$ cat src/autoneg_regs_cfg.svh
// Offsets, field positions, reset values for the auto-negotiation page and aux control registers
`ifndef AUTONEG_REGS_CFG_SVH
`define AUTONEG_REGS_CFG_SVH

// Register offsets on the management port
`define OFS_EXPANSION       5'h06
`define OFS_NP_TX           5'h07
`define OFS_PARTNER_NP      5'h08
`define OFS_AUX_CTRL        5'h10
`define OFS_IRQ_STATUS      5'h18
`define OFS_IRQ_CLEAR       5'h19
`define OFS_IRQ_ENABLE      5'h1A

// Expansion register fields
`define EXP_PDF_BIT         4
`define EXP_PARTNER_NP_BIT  3
`define EXP_LOCAL_NP_BIT    2
`define EXP_PAGE_RX_BIT     1
`define EXP_NEG_CAP_BIT     0
`define EXP_RSVD_HI         15
`define EXP_RSVD_LO         5

// Next page word fields, shared by the outgoing and received pages
`define NP_MORE_BIT         15
`define NP_ACK_BIT          14
`define NP_MSG_BIT          13
`define NP_COMPLY_BIT       12
`define NP_TOGGLE_BIT       11
`define NP_CODE_HI          10
`define NP_CODE_LO          0

// Auxiliary control fields
`define AUX_SYM_BYPASS_BIT  7
`define AUX_FEF_BIT         5
`define AUX_EXT_FIFO_BIT    2
`define AUX_OOB_BIT         1

// Interrupt status, clear and enable layout
`define IRQ_PDF_BIT         0
`define IRQ_PAGE_BIT        1

// Reset values
`define NP_TX_RESET         16'h2001
`define PARTNER_NP_RESET    16'h0000
`define AUX_CTRL_RESET      16'h0000
`define IRQ_RESET           2'h0

`endif

$ cat src/autoneg_regs_pkg.sv
// Types shared by the auto-negotiation page and aux control register bank
`default_nettype none
package autoneg_regs_pkg;

    typedef logic [4:0]  reg_addr_t;
    typedef logic [15:0] reg_word_t;
    typedef logic [1:0]  irq_vec_t;

endpackage
`default_nettype wire

$ cat src/autoneg_page_aux_regs.sv
// Auto-negotiation expansion, next page and 100BASE-TX aux control register bank
`timescale 1ns/10ps
`default_nettype none
`include "autoneg_regs_cfg.svh"

// Behaviour
// Expansion bit 4 latches parallel detection fault; cleared by reading or reset.
// Expansion bit 3 mirrors partner ability bit 15, partner next page capable.
// Expansion bit 2 reads constant one; local device always next page capable.
// Expansion bit 1 latches on received checked page; cleared by read or reset.
// Expansion bit 0 reads one only once partner known to negotiate.
// Expansion bits 15 to 5 read zero and ignore writes.
// Software sets outgoing bit 15 when more pages follow; device sends it.
// Outgoing page at 0x07 writable except toggle; resets to 0x2001.
// Outgoing bit 12 means local can comply; bit 13 selects message page.
// Toggle bit read-only, kept by arbitration to stay in step with partner.
// Register 0x08 read-only, reset zero, holds last received partner page.
// Received page bit 12 shows partner able to comply with message.
// Aux bit 7 bypasses alignment; with codec bypass puts raw 5B on MII.
// Aux bit 5 enables far-end fault detection; reset leaves it off.
// Aux bit 2 enables extended elastic FIFO running at partner speed.
// Aux bit 1 enables reduced MII out-of-band signalling; reset off.
// Software writes reserved aux bits as zero and ignores them on read.
// Partner ability bit 15 is one when partner has next pages to send.
// A latched flag set in its clearing cycle stays set.
module autoneg_page_aux_regs (
    // Clock and reset
    input  wire logic                        i_clock,
    input  wire logic                        i_rst_n,
    // Management register port
    input  wire autoneg_regs_pkg::reg_addr_t i_addr,
    input  wire autoneg_regs_pkg::reg_word_t i_wr_data,
    input  wire logic                        i_wr_en,
    input  wire logic                        i_rd_en,
    output var  autoneg_regs_pkg::reg_word_t o_rd_data,
    // Negotiation state machine and receive path
    input  wire logic                        i_par_det_fault,
    input  wire logic                        i_page_rx,
    input  wire autoneg_regs_pkg::reg_word_t i_page_rx_word,
    input  wire logic                        i_partner_np_capable,
    input  wire logic                        i_partner_neg_capable,
    input  wire logic                        i_np_sent,
    input  wire logic                        i_toggle_load,
    input  wire logic                        i_toggle_val,
    input  wire logic                        i_codec_bypass,
    // Page to transmit and datapath controls
    output var  autoneg_regs_pkg::reg_word_t o_np_tx_word,
    output logic                             o_raw_5b_mode,
    output logic                             o_sym_align_bypass,
    output logic                             o_far_end_fault_en,
    output logic                             o_ext_fifo_en,
    output logic                             o_reduced_mii_oob_en,
    // Interrupt
    output logic                             o_irq
);
    import autoneg_regs_pkg::*;

    logic      rst_meta_q;
    logic      rst_n_q;
    reg_word_t np_tx_q;
    reg_word_t partner_np_q;
    reg_word_t aux_ctrl_q;
    logic      pdf_q;
    logic      page_rx_q;
    logic      partner_np_q1;
    logic      neg_cap_q;
    irq_vec_t  irq_status_q;
    irq_vec_t  irq_en_q;
    irq_vec_t  irq_events;
    reg_word_t expansion;
    logic      exp_read;
    logic      wr_np_tx;
    logic      wr_aux;
    logic      wr_irq_clr;
    logic      wr_irq_en;

    // Reset release through two flops so every flop leaves reset on the same edge
    always_ff @(posedge i_clock or negedge i_rst_n) begin
        if (!i_rst_n) begin
            rst_meta_q <= 1'b0;
            rst_n_q    <= 1'b0;
        end else begin
            rst_meta_q <= 1'b1;
            rst_n_q    <= rst_meta_q;
        end
    end

    assign exp_read   = i_rd_en && (i_addr == `OFS_EXPANSION);
    assign wr_np_tx   = i_wr_en && (i_addr == `OFS_NP_TX);
    assign wr_aux     = i_wr_en && (i_addr == `OFS_AUX_CTRL);
    assign wr_irq_clr = i_wr_en && (i_addr == `OFS_IRQ_CLEAR);
    assign wr_irq_en  = i_wr_en && (i_addr == `OFS_IRQ_ENABLE);

    // fault flag latch, R19 set beats read clear
    always_ff @(posedge i_clock or negedge rst_n_q) begin
        if (!rst_n_q) begin
            pdf_q <= 1'b0;
        end else if (i_par_det_fault) begin
            pdf_q <= 1'b1;
        end else if (exp_read) begin
            pdf_q <= 1'b0;
        end
    end

    // page received latch, R19 set beats read clear
    always_ff @(posedge i_clock or negedge rst_n_q) begin
        if (!rst_n_q) begin
            page_rx_q <= 1'b0;
        end else if (i_page_rx) begin
            page_rx_q <= 1'b1;
        end else if (exp_read) begin
            page_rx_q <= 1'b0;
        end
    end

    // partner capability levels, sampled so reads see a stable copy
    always_ff @(posedge i_clock or negedge rst_n_q) begin
        if (!rst_n_q) begin
            partner_np_q1 <= 1'b0;
            neg_cap_q     <= 1'b0;
        end else begin
            partner_np_q1 <= i_partner_np_capable;
            neg_cap_q     <= i_partner_neg_capable;
        end
    end

    // expansion word assembly
    always_comb begin
        expansion                      = 16'h0000;
        expansion[`EXP_PDF_BIT]        = pdf_q;
        expansion[`EXP_PARTNER_NP_BIT] = partner_np_q1;
        expansion[`EXP_LOCAL_NP_BIT]   = 1'b1;
        expansion[`EXP_PAGE_RX_BIT]    = page_rx_q;
        expansion[`EXP_NEG_CAP_BIT]    = neg_cap_q;
    end

    // outgoing page, toggle bit kept out of software reach
    always_ff @(posedge i_clock or negedge rst_n_q) begin
        if (!rst_n_q) begin
            np_tx_q <= `NP_TX_RESET;
        end else begin
            if (wr_np_tx) begin
                np_tx_q[`NP_MORE_BIT:`NP_COMPLY_BIT] <= i_wr_data[`NP_MORE_BIT:`NP_COMPLY_BIT];
                np_tx_q[`NP_CODE_HI:`NP_CODE_LO]     <= i_wr_data[`NP_CODE_HI:`NP_CODE_LO];
            end
            // arbitration owns toggle
            if (i_toggle_load) begin
                np_tx_q[`NP_TOGGLE_BIT] <= i_toggle_val;
            end else if (i_np_sent) begin
                np_tx_q[`NP_TOGGLE_BIT] <= ~np_tx_q[`NP_TOGGLE_BIT];
            end
        end
    end

    // last received partner page, whole word incl. comply bit
    always_ff @(posedge i_clock or negedge rst_n_q) begin
        if (!rst_n_q) begin
            partner_np_q <= `PARTNER_NP_RESET;
        end else if (i_page_rx) begin
            partner_np_q <= i_page_rx_word;
        end
    end

    // reserved bits stored as written; software keeps them zero
    always_ff @(posedge i_clock or negedge rst_n_q) begin
        if (!rst_n_q) begin
            aux_ctrl_q <= `AUX_CTRL_RESET;
        end else if (wr_aux) begin
            aux_ctrl_q <= i_wr_data;
        end
    end

    // Transmit page and datapath control outputs, registered from np_tx_q and the control word
    always_ff @(posedge i_clock or negedge rst_n_q) begin
        if (!rst_n_q) begin
            o_np_tx_word         <= `NP_TX_RESET;
            o_sym_align_bypass   <= 1'b0;
            o_raw_5b_mode        <= 1'b0;
            o_far_end_fault_en   <= 1'b0;
            o_ext_fifo_en        <= 1'b0;
            o_reduced_mii_oob_en <= 1'b0;
        end else begin
            o_np_tx_word         <= np_tx_q;
            // raw 5B only when both bypasses are on
            o_sym_align_bypass   <= aux_ctrl_q[`AUX_SYM_BYPASS_BIT];
            o_raw_5b_mode        <= aux_ctrl_q[`AUX_SYM_BYPASS_BIT] & i_codec_bypass;
            // far-end fault detection enable
            o_far_end_fault_en   <= aux_ctrl_q[`AUX_FEF_BIT];
            // extended elastic FIFO enable
            o_ext_fifo_en        <= aux_ctrl_q[`AUX_EXT_FIFO_BIT];
            // reduced MII out-of-band signalling
            o_reduced_mii_oob_en <= aux_ctrl_q[`AUX_OOB_BIT];
        end
    end

    // Interrupt status: sticky, write one to clear, a fresh event wins over the clear
    always_comb begin
        irq_events                = `IRQ_RESET;
        irq_events[`IRQ_PDF_BIT]  = i_par_det_fault;
        irq_events[`IRQ_PAGE_BIT] = i_page_rx;
    end

    // events survive a same-cycle clear
    always_ff @(posedge i_clock or negedge rst_n_q) begin
        if (!rst_n_q) begin
            irq_status_q <= `IRQ_RESET;
        end else if (wr_irq_clr) begin
            irq_status_q <= (irq_status_q & ~i_wr_data[1:0]) | irq_events;
        end else begin
            irq_status_q <= irq_status_q | irq_events;
        end
    end

    always_ff @(posedge i_clock or negedge rst_n_q) begin
        if (!rst_n_q) begin
            irq_en_q <= `IRQ_RESET;
        end else if (wr_irq_en) begin
            irq_en_q <= i_wr_data[1:0];
        end
    end

    // Registered output, so the line trails the status bit by one cycle
    always_ff @(posedge i_clock or negedge rst_n_q) begin
        if (!rst_n_q) begin
            o_irq <= 1'b0;
        end else begin
            o_irq <= |(irq_status_q & irq_en_q);
        end
    end

    // Read data valid only in the cycle after the strobe; unmapped reads return zero
    always_ff @(posedge i_clock or negedge rst_n_q) begin
        if (!rst_n_q) begin
            o_rd_data <= 16'h0000;
        end else if (i_rd_en) begin
            unique case (i_addr)
                `OFS_EXPANSION:  o_rd_data <= expansion;
                `OFS_NP_TX:      o_rd_data <= np_tx_q;
                `OFS_PARTNER_NP: o_rd_data <= partner_np_q;
                `OFS_AUX_CTRL:   o_rd_data <= aux_ctrl_q;
                `OFS_IRQ_STATUS: o_rd_data <= {14'h0000, irq_status_q};
                `OFS_IRQ_ENABLE: o_rd_data <= {14'h0000, irq_en_q};
                default:         o_rd_data <= 16'h0000;
            endcase
        end else begin
            o_rd_data <= 16'h0000;
        end
    end

    // Checks

    // fault seen is reported by an expansion read in the cycle right after it
    fault_latch_a: assert property (
        @(posedge i_clock) disable iff (!rst_n_q)
        i_par_det_fault ##1 (exp_read && !i_par_det_fault)[*1]
            |-> ##1 o_rd_data[`EXP_PDF_BIT]
    ) else $error("fault flag missing on read");

    // a read without new fault clears the flag
    fault_clear_a: assert property (
        @(posedge i_clock) disable iff (!rst_n_q)
        (exp_read && !i_par_det_fault) |=> !pdf_q
    ) else $error("fault flag not cleared by read");

    // bit 3 follows the partner capability one cycle behind
    partner_np_mirror_a: assert property (
        @(posedge i_clock) disable iff (!rst_n_q)
        exp_read |=> (o_rd_data[`EXP_PARTNER_NP_BIT] == $past(partner_np_q1))
    ) else $error("partner next page bit mismatch");

    // local capability always reads one
    local_np_one_a: assert property (
        @(posedge i_clock) disable iff (!rst_n_q)
        exp_read |=> o_rd_data[`EXP_LOCAL_NP_BIT]
    ) else $error("local next page bit not one");

    // page flag holds until a read
    page_hold_a: assert property (
        @(posedge i_clock) disable iff (!rst_n_q)
        (page_rx_q && !exp_read) |=> page_rx_q
    ) else $error("page flag dropped without read");

    // received page lands in the partner register and flag together
    page_capture_a: assert property (
        @(posedge i_clock) disable iff (!rst_n_q)
        i_page_rx |=> (page_rx_q && partner_np_q == $past(i_page_rx_word))
    ) else $error("received page not captured");

    // negotiation bit reflects the partner level two edges later
    neg_cap_read_a: assert property (
        @(posedge i_clock) disable iff (!rst_n_q)
        (!i_partner_neg_capable ##1 (exp_read && !i_partner_neg_capable))
            |=> !o_rd_data[`EXP_NEG_CAP_BIT]
    ) else $error("negotiation bit set without partner");

    // reserved expansion bits are zero
    exp_reserved_a: assert property (
        @(posedge i_clock) disable iff (!rst_n_q)
        exp_read |=> (o_rd_data[`EXP_RSVD_HI:`EXP_RSVD_LO] == 11'h000)
    ) else $error("reserved expansion bits nonzero");

    // software write never moves the toggle bit
    toggle_write_a: assert property (
        @(posedge i_clock) disable iff (!rst_n_q)
        (wr_np_tx && !i_toggle_load && !i_np_sent)
            |=> (np_tx_q[`NP_TOGGLE_BIT] == $past(np_tx_q[`NP_TOGGLE_BIT]))
    ) else $error("toggle changed by software");

    // written page fields reach the transmit word two cycles later
    np_tx_write_a: assert property (
        @(posedge i_clock) disable iff (!rst_n_q)
        wr_np_tx ##1 !wr_np_tx |-> ##1
            (o_np_tx_word[`NP_MORE_BIT:`NP_COMPLY_BIT] == $past(i_wr_data[15:12], 2))
    ) else $error("next page word not transmitted");

    // each sent page flips the toggle
    toggle_flip_a: assert property (
        @(posedge i_clock) disable iff (!rst_n_q)
        (i_np_sent && !i_toggle_load)
            |=> (np_tx_q[`NP_TOGGLE_BIT] != $past(np_tx_q[`NP_TOGGLE_BIT]))
    ) else $error("toggle did not flip");

    // raw 5B path needs both bypass controls
    raw_mode_a: assert property (
        @(posedge i_clock) disable iff (!rst_n_q)
        o_raw_5b_mode |-> ($past(aux_ctrl_q[`AUX_SYM_BYPASS_BIT]) && $past(i_codec_bypass))
    ) else $error("raw 5B mode without both bypasses");

    // control outputs follow the aux word one cycle behind
    aux_outputs_a: assert property (
        @(posedge i_clock) disable iff (!rst_n_q)
        ##1 (o_far_end_fault_en == $past(aux_ctrl_q[`AUX_FEF_BIT]))
            && (o_ext_fifo_en == $past(aux_ctrl_q[`AUX_EXT_FIFO_BIT]))
            && (o_reduced_mii_oob_en == $past(aux_ctrl_q[`AUX_OOB_BIT]))
    ) else $error("aux control output mismatch");

    // event in the clearing cycle keeps the flag
    set_beats_clear_a: assert property (
        @(posedge i_clock) disable iff (!rst_n_q)
        (exp_read && i_page_rx) |=> page_rx_q
    ) else $error("page flag lost on same-cycle read");

    // a read without a new page clears the flag
    page_clear_a: assert property (
        @(posedge i_clock) disable iff (!rst_n_q)
        (exp_read && !i_page_rx) |=> !page_rx_q
    ) else $error("page flag not cleared by read");

    // code field takes the written value
    np_code_write_a: assert property (
        @(posedge i_clock) disable iff (!rst_n_q)
        wr_np_tx |=> (np_tx_q[`NP_CODE_HI:`NP_CODE_LO] == $past(i_wr_data[10:0]))
    ) else $error("next page code field not written");

    // software writes never reach the received page
    partner_np_ro_a: assert property (
        @(posedge i_clock) disable iff (!rst_n_q)
        (i_wr_en && (i_addr == `OFS_PARTNER_NP) && !i_page_rx)
            |=> (partner_np_q == $past(partner_np_q))
    ) else $error("received page changed by write");

    // Read data stands only in the cycle after a read strobe
    rd_idle_zero_a: assert property (
        @(posedge i_clock) disable iff (!rst_n_q)
        !i_rd_en |=> (o_rd_data == 16'h0000)
    ) else $error("read data not zero when idle");

    // Interrupt line tracks enabled status
    irq_line_a: assert property (
        @(posedge i_clock) disable iff (!rst_n_q)
        ##1 (o_irq == |($past(irq_status_q) & $past(irq_en_q)))
    ) else $error("interrupt line mismatch");

endmodule
`default_nettype wire

$ cat config.mk
export PLATFORM = sky130hd
export DESIGN_NAME = autoneg_page_aux_regs
export DESIGN_NICKNAME = d
export VERILOG_FILES = /design/src/autoneg_regs_pkg.sv /design/src/autoneg_page_aux_regs.sv
export VERILOG_INCLUDE_DIRS = /design/src
export SDC_FILE = /design/constraint.sdc
export NUM_CORES = 1
export LEC_CHECK = 0
export BUFFER_PORTS_ARGS = -buffer_cell sky130_fd_sc_hd__buf_2
export CAP_MARGIN = 20
export CORE_ASPECT_RATIO = 0.5
export CORE_MARGIN = 1
export CORE_UTILIZATION = 53
export CTS_CLUSTER_DIAMETER = 40
export CTS_CLUSTER_SIZE = 10
export DETAILED_ROUTE_END_ITERATION = 10
export MAX_ROUTING_LAYER = met4
export PLACE_DENSITY = 0.79
export SETUP_SLACK_MARGIN = 0.02
export SYNTH_ARGS = -nofsm -noshare
export SYNTH_HDL_FRONTEND = slang
export SYNTH_SLANG_ARGS = --single-unit
$ cat constraint.sdc
create_clock -name i_clock -period 3.5 [get_ports i_clock]
set_clock_uncertainty 0.2 [all_clocks]
set_input_delay 0.175 -clock i_clock [delete_from_list [all_inputs] [get_ports i_clock]]
set_output_delay 0.175 -clock i_clock [all_outputs]
set_load 0.01 [all_outputs]
# --- After elaboration in Yosys (flattened, before gate mapping) ---
# Index checks and enable logic that the tools add are counted.
word_totals:
  out_inout_bits: 38
  memories: 0
  ramBits: 0
  elab_cells: 51
  rom_bits: 0
  latchBits: 0
  in_bits: 49
  regBits: 96
op_classes:
  muxes: 8
  bitwise: 7
  shifts: 0
  n_mul: 0
  n_reduce_logical: 9
  order_cmp: 0
  addsub: 0
  n_eq_ne: 7
  div: 0
op_table:
  columns: ["op", "n"]
  rows:
  - ["$pmux 16 s6", 1]
  - ["$eq 5x5->1 const B", 4]
  - ["$mux 16", 1]
  - ["$eq 5x3->1 const B", 2]
  - ["$reduce_bool 2->1", 3]
  - ["$eq 5x4->1 const B", 1]
  - ["$logic_and 1x1->1", 5]
  - ["$mux 1", 5]
  - ["$and 2x2->2", 2]
  - ["$or 2x2->2", 2]
  - ["$mux 2", 1]
  - ["$not 2->2", 1]
  - ["$reduce_or 2->1", 1]
  - ["$and 1x1->1", 1]
  - ["$not 1->1", 1]

# --- Longest topological paths before layout ---
# Gate-level depths: netlist of run 1.
depth:
  word_depth: 4
  depth_mapped: 6
  mapped_depth_nobuf: 3

# --- Least setup slack after synthesis of run 1 ---
# No wires, ideal clock.
synth_timing:
  path_kind: "input to register"
  start: "in i_addr[3]"
  end: "reg np_tx_q[10]"
  cell_stages: 6
  setup_slack_ps: 1840
  t_arrival_ps: 1335
  required_time_ps: 3175
  path_buffers: 3
  setup_ps: 125
  cell_sequence: "and4bb_1 > buf_2 > and3_4 > buf_6 > buf_6 > mux2_4"
synth_via:
  elab_chain_len: 2
synth_rtl:
  columns: ["item", "line", "text"]
  rows:
  - ["start: declaration", "autoneg_page_aux_regs.sv:31", "input wire autoneg_regs_pkg::reg_addr_t i_addr,"]
  - ["$eq 5x3->1", null, null]
  - ["$logic_and 1x1->1", "autoneg_page_aux_regs.sv:89", "assign wr_np_tx = i_wr_en && (i_addr == `OFS_NP_TX);"]
  - ["end signal: assignment", "autoneg_page_aux_regs.sv:140", "np_tx_q <= `NP_TX_RESET;"]
  - ["end signal: indexed assignment", "autoneg_page_aux_regs.sv:143", "np_tx_q[`NP_MORE_BIT:`NP_COMPLY_BIT] <= i_wr_data[`NP_MORE_BIT:`NP_COMPLY_BIT];"]
  - ["end signal: indexed assignment", "autoneg_page_aux_regs.sv:144", "np_tx_q[`NP_CODE_HI:`NP_CODE_LO] <= i_wr_data[`NP_CODE_HI:`NP_CODE_LO];"]
  - ["end: declaration", "autoneg_page_aux_regs.sv:60", "reg_word_t np_tx_q;"]
# No other way between the ends.
# A chain may end at the register's enable or synchronous reset.

# --- Final worst setup path of run 1 ---
layout_timing:
  start: "in i_addr[1]"
  end: "reg pdf_q"
layout_via:
  elab_chain_len: 3
layout_rtl:
  columns: ["item", "line", "text"]
  rows:
  - ["$eq 5x3->1", null, null]
  - ["$logic_and 1x1->1", "autoneg_page_aux_regs.sv:88", "assign exp_read = i_rd_en && (i_addr == `OFS_EXPANSION);"]
  - ["$reduce_bool 2->1 (no source line)", null, null]
  - ["end signal: assignment", "autoneg_page_aux_regs.sv:97", "pdf_q <= 1'b0;"]
  - ["end signal: assignment", "autoneg_page_aux_regs.sv:99", "pdf_q <= 1'b1;"]
  - ["end signal: assignment", "autoneg_page_aux_regs.sv:101", "pdf_q <= 1'b0;"]
  - ["end: declaration", "autoneg_page_aux_regs.sv:63", "logic pdf_q;"]
# No other way between the ends.

==> impl_results.md, run 1 <==
* Status: finished, final reports clean
* I/O pins at between 80 and 90
* Max cap viols at 0
* Synth async-reset ratio at 1.00
* Post-DP Area at 4240 sq um
* ANT nets after route at 0
* Die height at 61.7 um
* Largest net degree at the start of global routing at 95
* Initial antenna violation count at 0
* Placed instance count at 423
* Post-Syn Area at roughly 3800 sq um
* Share of cells above drive strength 1 at 0.435
* Latest clock arrival within the worst-skew pair at approximately 0.35 ns
* Number of synthesized flops with an enable pin at 0
* Die width at 121 um
* Post-synthesis sequential area ratio at 0.637
* Synth cell types at 36
* Post-synth net total at between 300 and 400
* Worst setup path class: in2reg
* Cell count after synthesis at 262
* Hold Fails Final Rpt at 0
* RSZ-0062 raised after global routing: false
* Drt via density at 5.61
* Avg Inst Size Synth at 14.4 sq um
* Pwr dens at 537 nW/um^2
* Leak pwr at 2.31 nW
* CTS buffer count at 9
* Vias in the first global route at 2817
* DR iter-0 viols at 196
* Final Util at 0.741
* Slowest stage delay, CP at 0.73 ns
* Fin area at between 5000 and 6000 sq um
* First-pass GRT wire length at roughly 14000 um
* Core Area at between 6000 and 7000 sq um
* Startpoint Class: input pin
* Commonest cells after routing, fill and taps aside: dfrtp_1, buf_2, mux2_2, dlygate4sd3_1, nand3_1
* WL per Instance at between 15 and 20 um
* # rows at 21
* FILL cells at 424
* Hold WC Path Type: in2reg
* Most common cell after layout, fill and taps aside: dfrtp_1
* Initial Utilization at 0.558
* Worst relative slew slack at 0.334
* Tmin final at 2.05 ns
* Setup ws final at 1.45 ns
* CP required at 3.53 ns
* RD Place Congestion at 0.867
* Worst-path clk slew at 0.07 ns
* Fin cells at approximately 490
* Register area at ~2400 sq um
* Dpl hpwl at 5490 um
* Setup repair bufs after CTS at 0
* Residual DRC count at 0
* Root buf cell: clkbuf_16
* Total Power at 2.70 mW
* Slew Viols, Final at 0
* Fmax at roughly 490 MHz
* Total number of vias at between 2000 and 3000
* Peak supply drop at 0.000257 V
* CP Cell Sequence: buf_2 > and4bb_1 > nand3_1 > a21o_1 > dlygate4sd3_1
* Final period util at 0.585
* Worst-Margin Slew at 0.996 ns
* Final-stage net count at 437
* Dpl ws at approximately 1.2 ns
* Crit-path slowest cell: and4bb_1
* Drt first pass iters at 4
* Overall routing resource usage at 0.274
* Main synth FF type: dfrtp_1
* Port Buffers at 86
* CP endpoint kind: register
* Hold WS at 0.0910 ns
* Clk buf depth at 2
* Final setup fails at 0
* Area growth syn-to-layout at 32.9%
* Critical path peak fanout at 19
* Die area at 7490 sq um
* Sum of negative setup slack at 0 ns
* Clock sink count at 96
* Post-CTS Resized at 0
* Worst Path Arrival at 2.08 ns
* CTS tree: built
* Number of diodes at 0
* Final wirelength at 8900 um
* H-Tree Depth at 3
* Synthesis-stage register bit count at between 90 and 100
* Yosys warns at 0
* Area of the multi-input gates at 1280 sq um
* Aggregate global routing overflow at 0
## logic make-up after synthesis
kind of cell	count (synthesis)	share of synthesized area
DFF	96	0.637
AOI/OAI and AO/OA	30	0.0665
buffers and inverters	20	0.0255
other	1	0.000992
xor gates and xnor gates	1	0.00232
and+or+nand+nor	59	0.0940
muxes	55	0.174
## flip-flops by register name, indices dropped and copies added, names as in the netlist, 2 cells and up
name,count
irq_status_q,2
irq_en_q,2
o_np_tx_word,16
aux_ctrl_q,16
np_tx_q,16
o_rd_data,16
partner_np_q,16
## path summary, 6_finish.rpt
check | to | slack (ns) | cells past startpoint | from
worst max-delay path | pdf_q$_DFFE_PN0P_ | 1.45 | 5 | i_addr[1]
worst min-delay path | o_rd_data[0]$_DFF_PN0_ | 0.09 | 3 | i_addr[4]
worst max register to register | np_tx_q[11]$_DFFE_PN0P_ | 1.97 | 3 | np_tx_q[11]$_DFFE_PN0P_
worst min register to register | partner_np_q[2]$_DFFE_PN0P_ | 0.10 | 0 | rst_n_q$_DFF_PN0_
max in group asynchronous | np_tx_q[0]$_DFFE_PN1P_ | 2.31 | 1 | rst_n_q$_DFF_PN0_
min in group asynchronous | partner_np_q[2]$_DFFE_PN0P_ | 0.10 | 0 | rst_n_q$_DFF_PN0_
## Yosys cell counts (3+ instances only)
| cell | instances | area (sq um) |
|---|---|---|
| dfrtp_1 | 92 | 2300 |
| clkbuf_1 | 9 | 33.8 |
| mux2_2 | 45 | 507 |
| a21o_1 | 4 | 30.0 |
| mux2_4 | 10 | 150 |
| inv_1 | 3 | 11.3 |
| nand2_1 | 3 | 11.3 |
| dfstp_2 | 4 | 105 |
| buf_2 | 5 | 25.0 |
| nand3_1 | 40 | 200 |
| a311oi_1 | 12 | 105 |
## layer usage
layer	wire length [um]	share of wire	GRT usage	up-vias
met2	4510	0.51	0.464	119
met1	3570	0.40	0.328	1371
met4	165	0.019	0.113	0
met5	0	0	-	-
met3	643	0.072	0.0611	21
li1	-	-	-	1212
## layout make-up
| cell class | instances | share of cell area |
|---|---|---|
| Timing Repair Buffer | 132 | 0.180 |
| Clock buffer | 9 | 0.0448 |
| Clock inverter | 7 | 0.0159 |
| Sequential cell | 96 | 0.480 |
| Tap cell | 92 | 0.0229 |
| Multi-Input combinational cell | 146 | 0.254 |
| Inverter | 3 | 0.00224 |
## critical path, delay by kind of cell
kind	cells	cell delay [ns]
buffers and inverters	2	0.76
AOI/OAI and AO/OA	1	0.21
and+or+nand+nor	2	0.92
## repair_timing
| item | in CTS | in global routing |
|---|---|---|
| setup endpoints to repair | 0 | 0 |
| hold buffers | 44 | 0 |
| endpoints found under the hold margin | 59 | 0 |
## where the power goes
| group | internal (mW) | total (mW) | switching (mW) |
|---|---|---|---|
| logic | 0.196 | 0.347 | 0.151 |
| clock network | 0.562 | 0.998 | 0.436 |
| registers | 1.26 | 1.35 | 0.0909 |
(Power assumes the default switching activity.)
==> inputs of run 2 (changes only) <==
--- a/config.mk
+++ b/config.mk
@@ -6,6 +6,7 @@
 export SDC_FILE = /design/constraint.sdc
 export NUM_CORES = 1
 export LEC_CHECK = 0
+export ABC_AREA = 1
 export BUFFER_PORTS_ARGS = -buffer_cell sky130_fd_sc_hd__buf_2
 export CAP_MARGIN = 20
 export CORE_ASPECT_RATIO = 0.5
==> constraint.sdc (replaced) <==
create_clock -name i_clock -period 2 [get_ports i_clock]
set_clock_uncertainty 0.2 [all_clocks]
set_input_delay 0.1 -clock i_clock [delete_from_list [all_inputs] [get_ports i_clock]]
set_output_delay 0.1 -clock i_clock [all_outputs]
set_load 0.01 [all_outputs]
==> run 2 against run 1 <==
  * Utilization grew 0.26 points
  * Register-to-register slack got worse by 1.7 ns
  * Non-clock buffer count is 6 higher
  * Area after synthesis about the same
  * Cell count is 29% higher
  * Die area hardly changed
  * Via count rose by 12%
  * Sequential power is 73% higher
  * Final area increased by 0.35%
  * Highest routed layer unchanged
==> impl_results.md, run 2 <==
* Status: finished, final reports clean
* Worst setup path class: reg2reg
* Dpl hpwl at 5260 um
* Worst Path Arrival at 1.76 ns
* Root buf cell: clkbuf_16
* CTS tree: built
* Area growth syn-to-layout at 33.3%
* Net Sw Frac at 0.244
* Final Util at 0.744
* Post-synthesis sequential area ratio at 0.636
* Initial antenna violation count at 0
* I/O pins at 87
* Largest net degree at the start of global routing at 95
* Worst-path clk slew at 0.07 ns
* Die area at about 7500 sq um
* Die width at 121 um
* Number of diodes at 0
* Aggregate global routing overflow at 0
* Share of cells above drive strength 1 at 0.257
* Residual DRC count at 0
* Startpoint Class: register
* Clock sink count at 96
* Synth cell types at 23
* Vias in the first global route at roughly 2900
* Port Buffers at 86
* DR iter-0 viols at roughly 220
* Int Power at between 3 and 4 mW
* Post-CTS Resized at 0
* Final-stage net count at 578
* Yosys warns at 0
* Hold WC Path Type: in2reg
* Top cell type's share of synthesized area at 0.608
* Most common cell after layout, fill and taps aside: nand2_1
* Area of the multi-input gates at between 1000 and 1500 sq um
* Most instantiated cells after synthesis: nand2_1, dfrtp_1, inv_1
* Setup ws final at 0.261 ns
* Synth area leaders: dfrtp_1, nand2_1, inv_1
* CTS buffer count at 9
* Initial Utilization at 0.558
* Synth async-reset ratio at 1.00
* Drt via density at 4.89
* Critical path peak fanout at 3
* H-Tree Depth at 3
* Fmax at 575 MHz
* Final setup fails at 0
* Commonest cells after routing, fill and taps aside: nand2_1, dfrtp_1, buf_2, dlygate4sd3_1, inv_1
* First-pass GRT wire length at 13900 um
* Pwr dens at 908 nW/um^2
* Core Area at 6780 sq um
* Hold Fails Final Rpt at 0
* Post-synth net total at 442
* Max cap viols at 0
* Avg Inst Size Synth at 9.63 sq um
* RD Place Congestion at 0.894
* Leak pwr at ~2.7 nW
* Number of synthesized flops with an enable pin at 0
* CP endpoint kind: register
* Peak supply drop at between 0.0005 and 0.0006 V
* Setup repair bufs after CTS at 0
* Synthesis-stage register bit count at 96
* Total number of vias at 3063
* Psw at 1.12 mW
* Clk buf depth at 2
* Cell count after synthesis at 393
* Overall routing resource usage at 0.265
* CP required at 2.02 ns
* Reg power frac at 0.511
* FILL cells at 481
* Die height at 61.7 um
* RSZ-0062 raised after global routing: false
* Drt first pass iters at 4
* Sum of negative setup slack at 0 ns
* # rows at 21
* Fin cells at 626
* Post-Syn Area at 3780 sq um
* Dpl ws at 0.432 ns
* Synth area leader: dfrtp_1
* Tmin final at 1.74 ns
* Register area at ~2400 sq um
* Slew Viols, Final at 0
* Main synth FF type: dfrtp_1
* Latest clock arrival within the worst-skew pair at 0.33 ns
* Top-count cell post-synth: nand2_1
* Clock share of power at 0.366
* Final wirelength at 8790 um
* ANT nets after route at 0
* Combinational share of power at 0.123
* Final period util at 0.869
* WL per Instance at ~14 um
* Placed instance count at 565
## run 2: through the flow
stage,hold WS [ns],total power [mW],instance area [sq um]
floorplan,-0.396,2.63,3780
global placement,-0.315,2.84,4300
detailed placement,-0.312,2.86,4300
CTS,0.00108,4.60,5040
global route,0.0389,4.78,5040
finish,0.00849,4.58,5040
## run 2: worst max-delay path, stage by stage, from the launching register on
cell,delay [ns]
dfrtp_1,0.42
xor2_1,0.19
mux2_2,0.26
dlygate4sd3_1,0.55
## run 2: power by group through the flow
stage	Sequential (mW)	Combinational, mW	Clock, mW
after floorplan	2.41	0.220	0
after global placement	2.36	0.476	0
after detailed placement	2.37	0.491	0
after CTS	2.34	0.562	1.70
after global routing	2.37	0.639	1.78
final	2.34	0.565	1.67
## run 2: worst paths after layout
check	start	end	slack (ns)	depth (start not counted)
hold reg to reg	rst_meta_q$_DFF_PN0_	rst_n_q$_DFF_PN0_	0.15	0
setup reg to reg	np_tx_q[11]$_DFFE_PN0P_	np_tx_q[11]$_DFFE_PN0P_	0.26	3
hold / removal	i_addr[3]	o_rd_data[2]$_DFF_PN0_	0.008	6
min in group asynchronous	rst_n_q$_DFF_PN0_	aux_ctrl_q[13]$_DFFE_PN0P_	0.16	1
setup / recovery	np_tx_q[11]$_DFFE_PN0P_	np_tx_q[11]$_DFFE_PN0P_	0.26	3
max in group asynchronous	rst_n_q$_DFF_PN0_	o_np_tx_word[0]$_DFF_PN1_	1.04	1
## run 2: final cells by class
| cell class | instances | area share |
|---|---|---|
| multi-input combinational | 246 | 0.225 |
| clock buffer | 13 | 0.0496 |
| clock inverter | 3 | 0.00844 |
| timing repair buffer | 138 | 0.188 |
| tap | 92 | 0.0228 |
| inverter | 38 | 0.0283 |
| sequential | 96 | 0.478 |
## run 2: routing by layer
| layer | vias up | part of all wire | global-route usage |
|---|---|---|---|
| met5 | - | 0 | - |
| met4 | 0 | 0.022 | 0.104 |
| met3 | 18 | 0.046 | 0.0557 |
| met2 | 102 | 0.49 | 0.436 |
| met1 | 1447 | 0.44 | 0.332 |
| li1 | 1496 | - | - |
## run 2: cells by family after synthesis
| group | synth area share |
|---|---|
| other | 0.000991 |
| DFF | 0.636 |
| buffers and inverters | 0.0638 |
| xor gates and xnor gates | 0.00232 |
| muxes | 0.00298 |
| AOI/OAI and AO/OA | 0.0675 |
| and+or+nand+nor | 0.226 |
## run 2: timing repair
item	CTS	global route
hold endpoints to repair	70	0
hold buffers	45	0
setup endpoints to repair	0	0
==> inputs of run 3 (changes only) <==
--- a/config.mk
+++ b/config.mk
@@ -15,7 +15,6 @@
 export CTS_CLUSTER_DIAMETER = 40
 export CTS_CLUSTER_SIZE = 10
 export DETAILED_ROUTE_END_ITERATION = 10
-export MAX_ROUTING_LAYER = met4
 export PLACE_DENSITY = 0.79
 export SETUP_SLACK_MARGIN = 0.02
 export SYNTH_ARGS = -nofsm -noshare
==> run 3 against run 2 <==
  * Total power about the same
  * Die area unchanged
  * Sequential power about the same
  * Clock-buffer cell count did not move
  * Non-clock buffer count stayed put
  * First-iteration DRC count fell by 3.7%
  * Sequential share of layout area unchanged
  * Worst setup slack lost 0.0016 ns
  * Critical endpoint unchanged
==> impl_results.md, run 3 (same netlist as run 2, synthesis figures left out) <==
* Max cap viols at 0
* Root buf cell: clkbuf_16
* Hold-fix buffers, CTS at 45
* Metal-1 WL at 3860 um
* Vias in the first global route at 2858
* Buf/Inv on CP at 1
* DR iter-0 viols at 211
* Hold WC Path Type: in2reg
* Worst path top cell family by delay: buffers and inverters
* Worst-path clk slew at 0.07 ns
* Final wirelength at 8790 um
* CP endpoint kind: register
* R2r endpoint: np_tx_q[11]$_DFFE_PN0P_
* Slowest stage delay, CP at 0.55 ns
* Hold WS at 0.00698 ns
* Setup crit end: np_tx_q[11]$_DFFE_PN0P_
* RD Place Congestion at around 0.88
* Most common cell after layout, fill and taps aside: nand2_1
* Worst setup path class: reg2reg
* DR WL met2 at 4340 um
* H-Tree Depth at 3
* Core Area at 6780 sq um
* Overall routing resource usage at 0.256
* Worst Path Arrival at approximately 1.8 ns
* Critical R2R Launch: np_tx_q[11]$_DFFE_PN0P_
* Dpl hpwl at 5260 um
* Initial Utilization at 0.558
* Hold path cells at 6
* RSZ-0062 raised after global routing: false
* Crit-path slowest cell: dlygate4sd3_1
* Number of diodes at 0
* Post-CTS Resized at 0
* Top Metal Used: met4
* Final-stage net count at 578
* Drt via density at 4.87
* Final period util at 0.870
* R2R cell count at 3
* Latest clock arrival within the worst-skew pair at 0.33 ns
* Pwr dens at 908 nW/um^2
* CTS tree: built
* Port Buffers at 86
* # rows at 21
* Die area at 7500 sq um
* Worst setup path startpoint: np_tx_q[11]$_DFFE_PN0P_
* Setup ws final at 0.260 ns
* Commonest cells after routing, fill and taps aside: nand2_1, dfrtp_1, buf_2, dlygate4sd3_1, inv_1
* Aggregate global routing overflow at 0
* Die width at 121 um
* Fmax at 575 MHz
* Residual DRC count at 0
* CP required at 2.02 ns
* Slew Viols, Final at 0
* First-pass GRT wire length at 13900 um
* FF-to-FF setup slack at 0.26 ns
* Critical path peak fanout at 3
* Final setup fails at 0
* CP Cell Sequence: xor2_1 > mux2_2 > dlygate4sd3_1
* Drt first pass iters at 5
* Die height at 61.7 um
* Leak pwr at about 2.7 nW
* Fin area at 5040 sq um
* Share of cells above drive strength 1 at 0.257
* ANT nets after route at 0
* Sum of negative setup slack at 0 ns
* Clock sink count at 96
* Largest net degree at the start of global routing at 95
* Hold Fails Final Rpt at 0
* Dpl ws at between 0.4 and 0.5 ns
* Total Power at 4.58 mW
* Startpoint Class: register
* CTS buffer count at 9
* Total number of vias at between 3000 and 4000
* Setup repair bufs after CTS at 0
* HP Start: i_addr[3]
* Status: finished, final reports clean
* Met3 routed wirelength at 408 um
* Initial antenna violation count at 0
* WL per Instance at roughly 14 um
* Peak supply drop at roughly 0.00055 V
* I/O pins at 87
* CP Depth at 3
* Post-DP Area at 4300 sq um
* Clk buf depth at 2
* Tmin final at 1.74 ns
* Area growth syn-to-layout at 33.3%
[run 3: cell counts in the layout (fill, tap and decap cells not counted)]
No cell type changed its count.
[run 3: through the flow]
| step | std cells | util |
|---|---|---|
| after detailed placement | 565 | 0.634 |
| after global placement | 565 | 0.634 |
| after floorplan | 393 | - |
| after CTS | 626 | 0.744 |
| final | 626 | 0.744 |
| after global routing | 626 | 0.744 |
[run 3: worst register-to-register path: cells and delay by family (launching register included)]
kind	cells	cell delay [ns]
xor+xnor	1	0.19
buf+inv	1	0.55
flops	1	0.42
mux	1	0.26
[run 3: routing by layer]
metal	global-route usage	vias up
met2	0.436	87
met3	0.0566	16
li1	-	1498
met5	0	-
met4	0.104	0
met1	0.331	1450
[run 3: worst min path at each step]
stage | to | slack, ns
after CTS | o_rd_data[2]$_DFF_PN0_ | 0.001
after global placement | rst_meta_q$_DFF_PN0_ | -0.32
after floorplan | rst_meta_q$_DFF_PN0_ | -0.40
final | o_rd_data[2]$_DFF_PN0_ | 0.007
after detailed placement | rst_meta_q$_DFF_PN0_ | -0.31
after global routing | partner_np_q[13]$_DFFE_PN0P_ | 0.04
[run 3: layout make-up]
class | instances | area [sq um]
sequential | 96 | 2410
fill | 481 | 1740
multi-input combinational | 246 | 1130
timing repair buffer | 138 | 946
clock buffer | 13 | 250
inverter | 38 | 143
tap | 92 | 115
clock inverter | 3 | 42.5
[run 3: power by group]
part           leakage [nW]  switching, mW  internal [mW]
clock                 0.140          0.670           1.00
sequential             1.21          0.141           2.20
combinational          1.39          0.304          0.260
total                  2.74           1.12           3.46
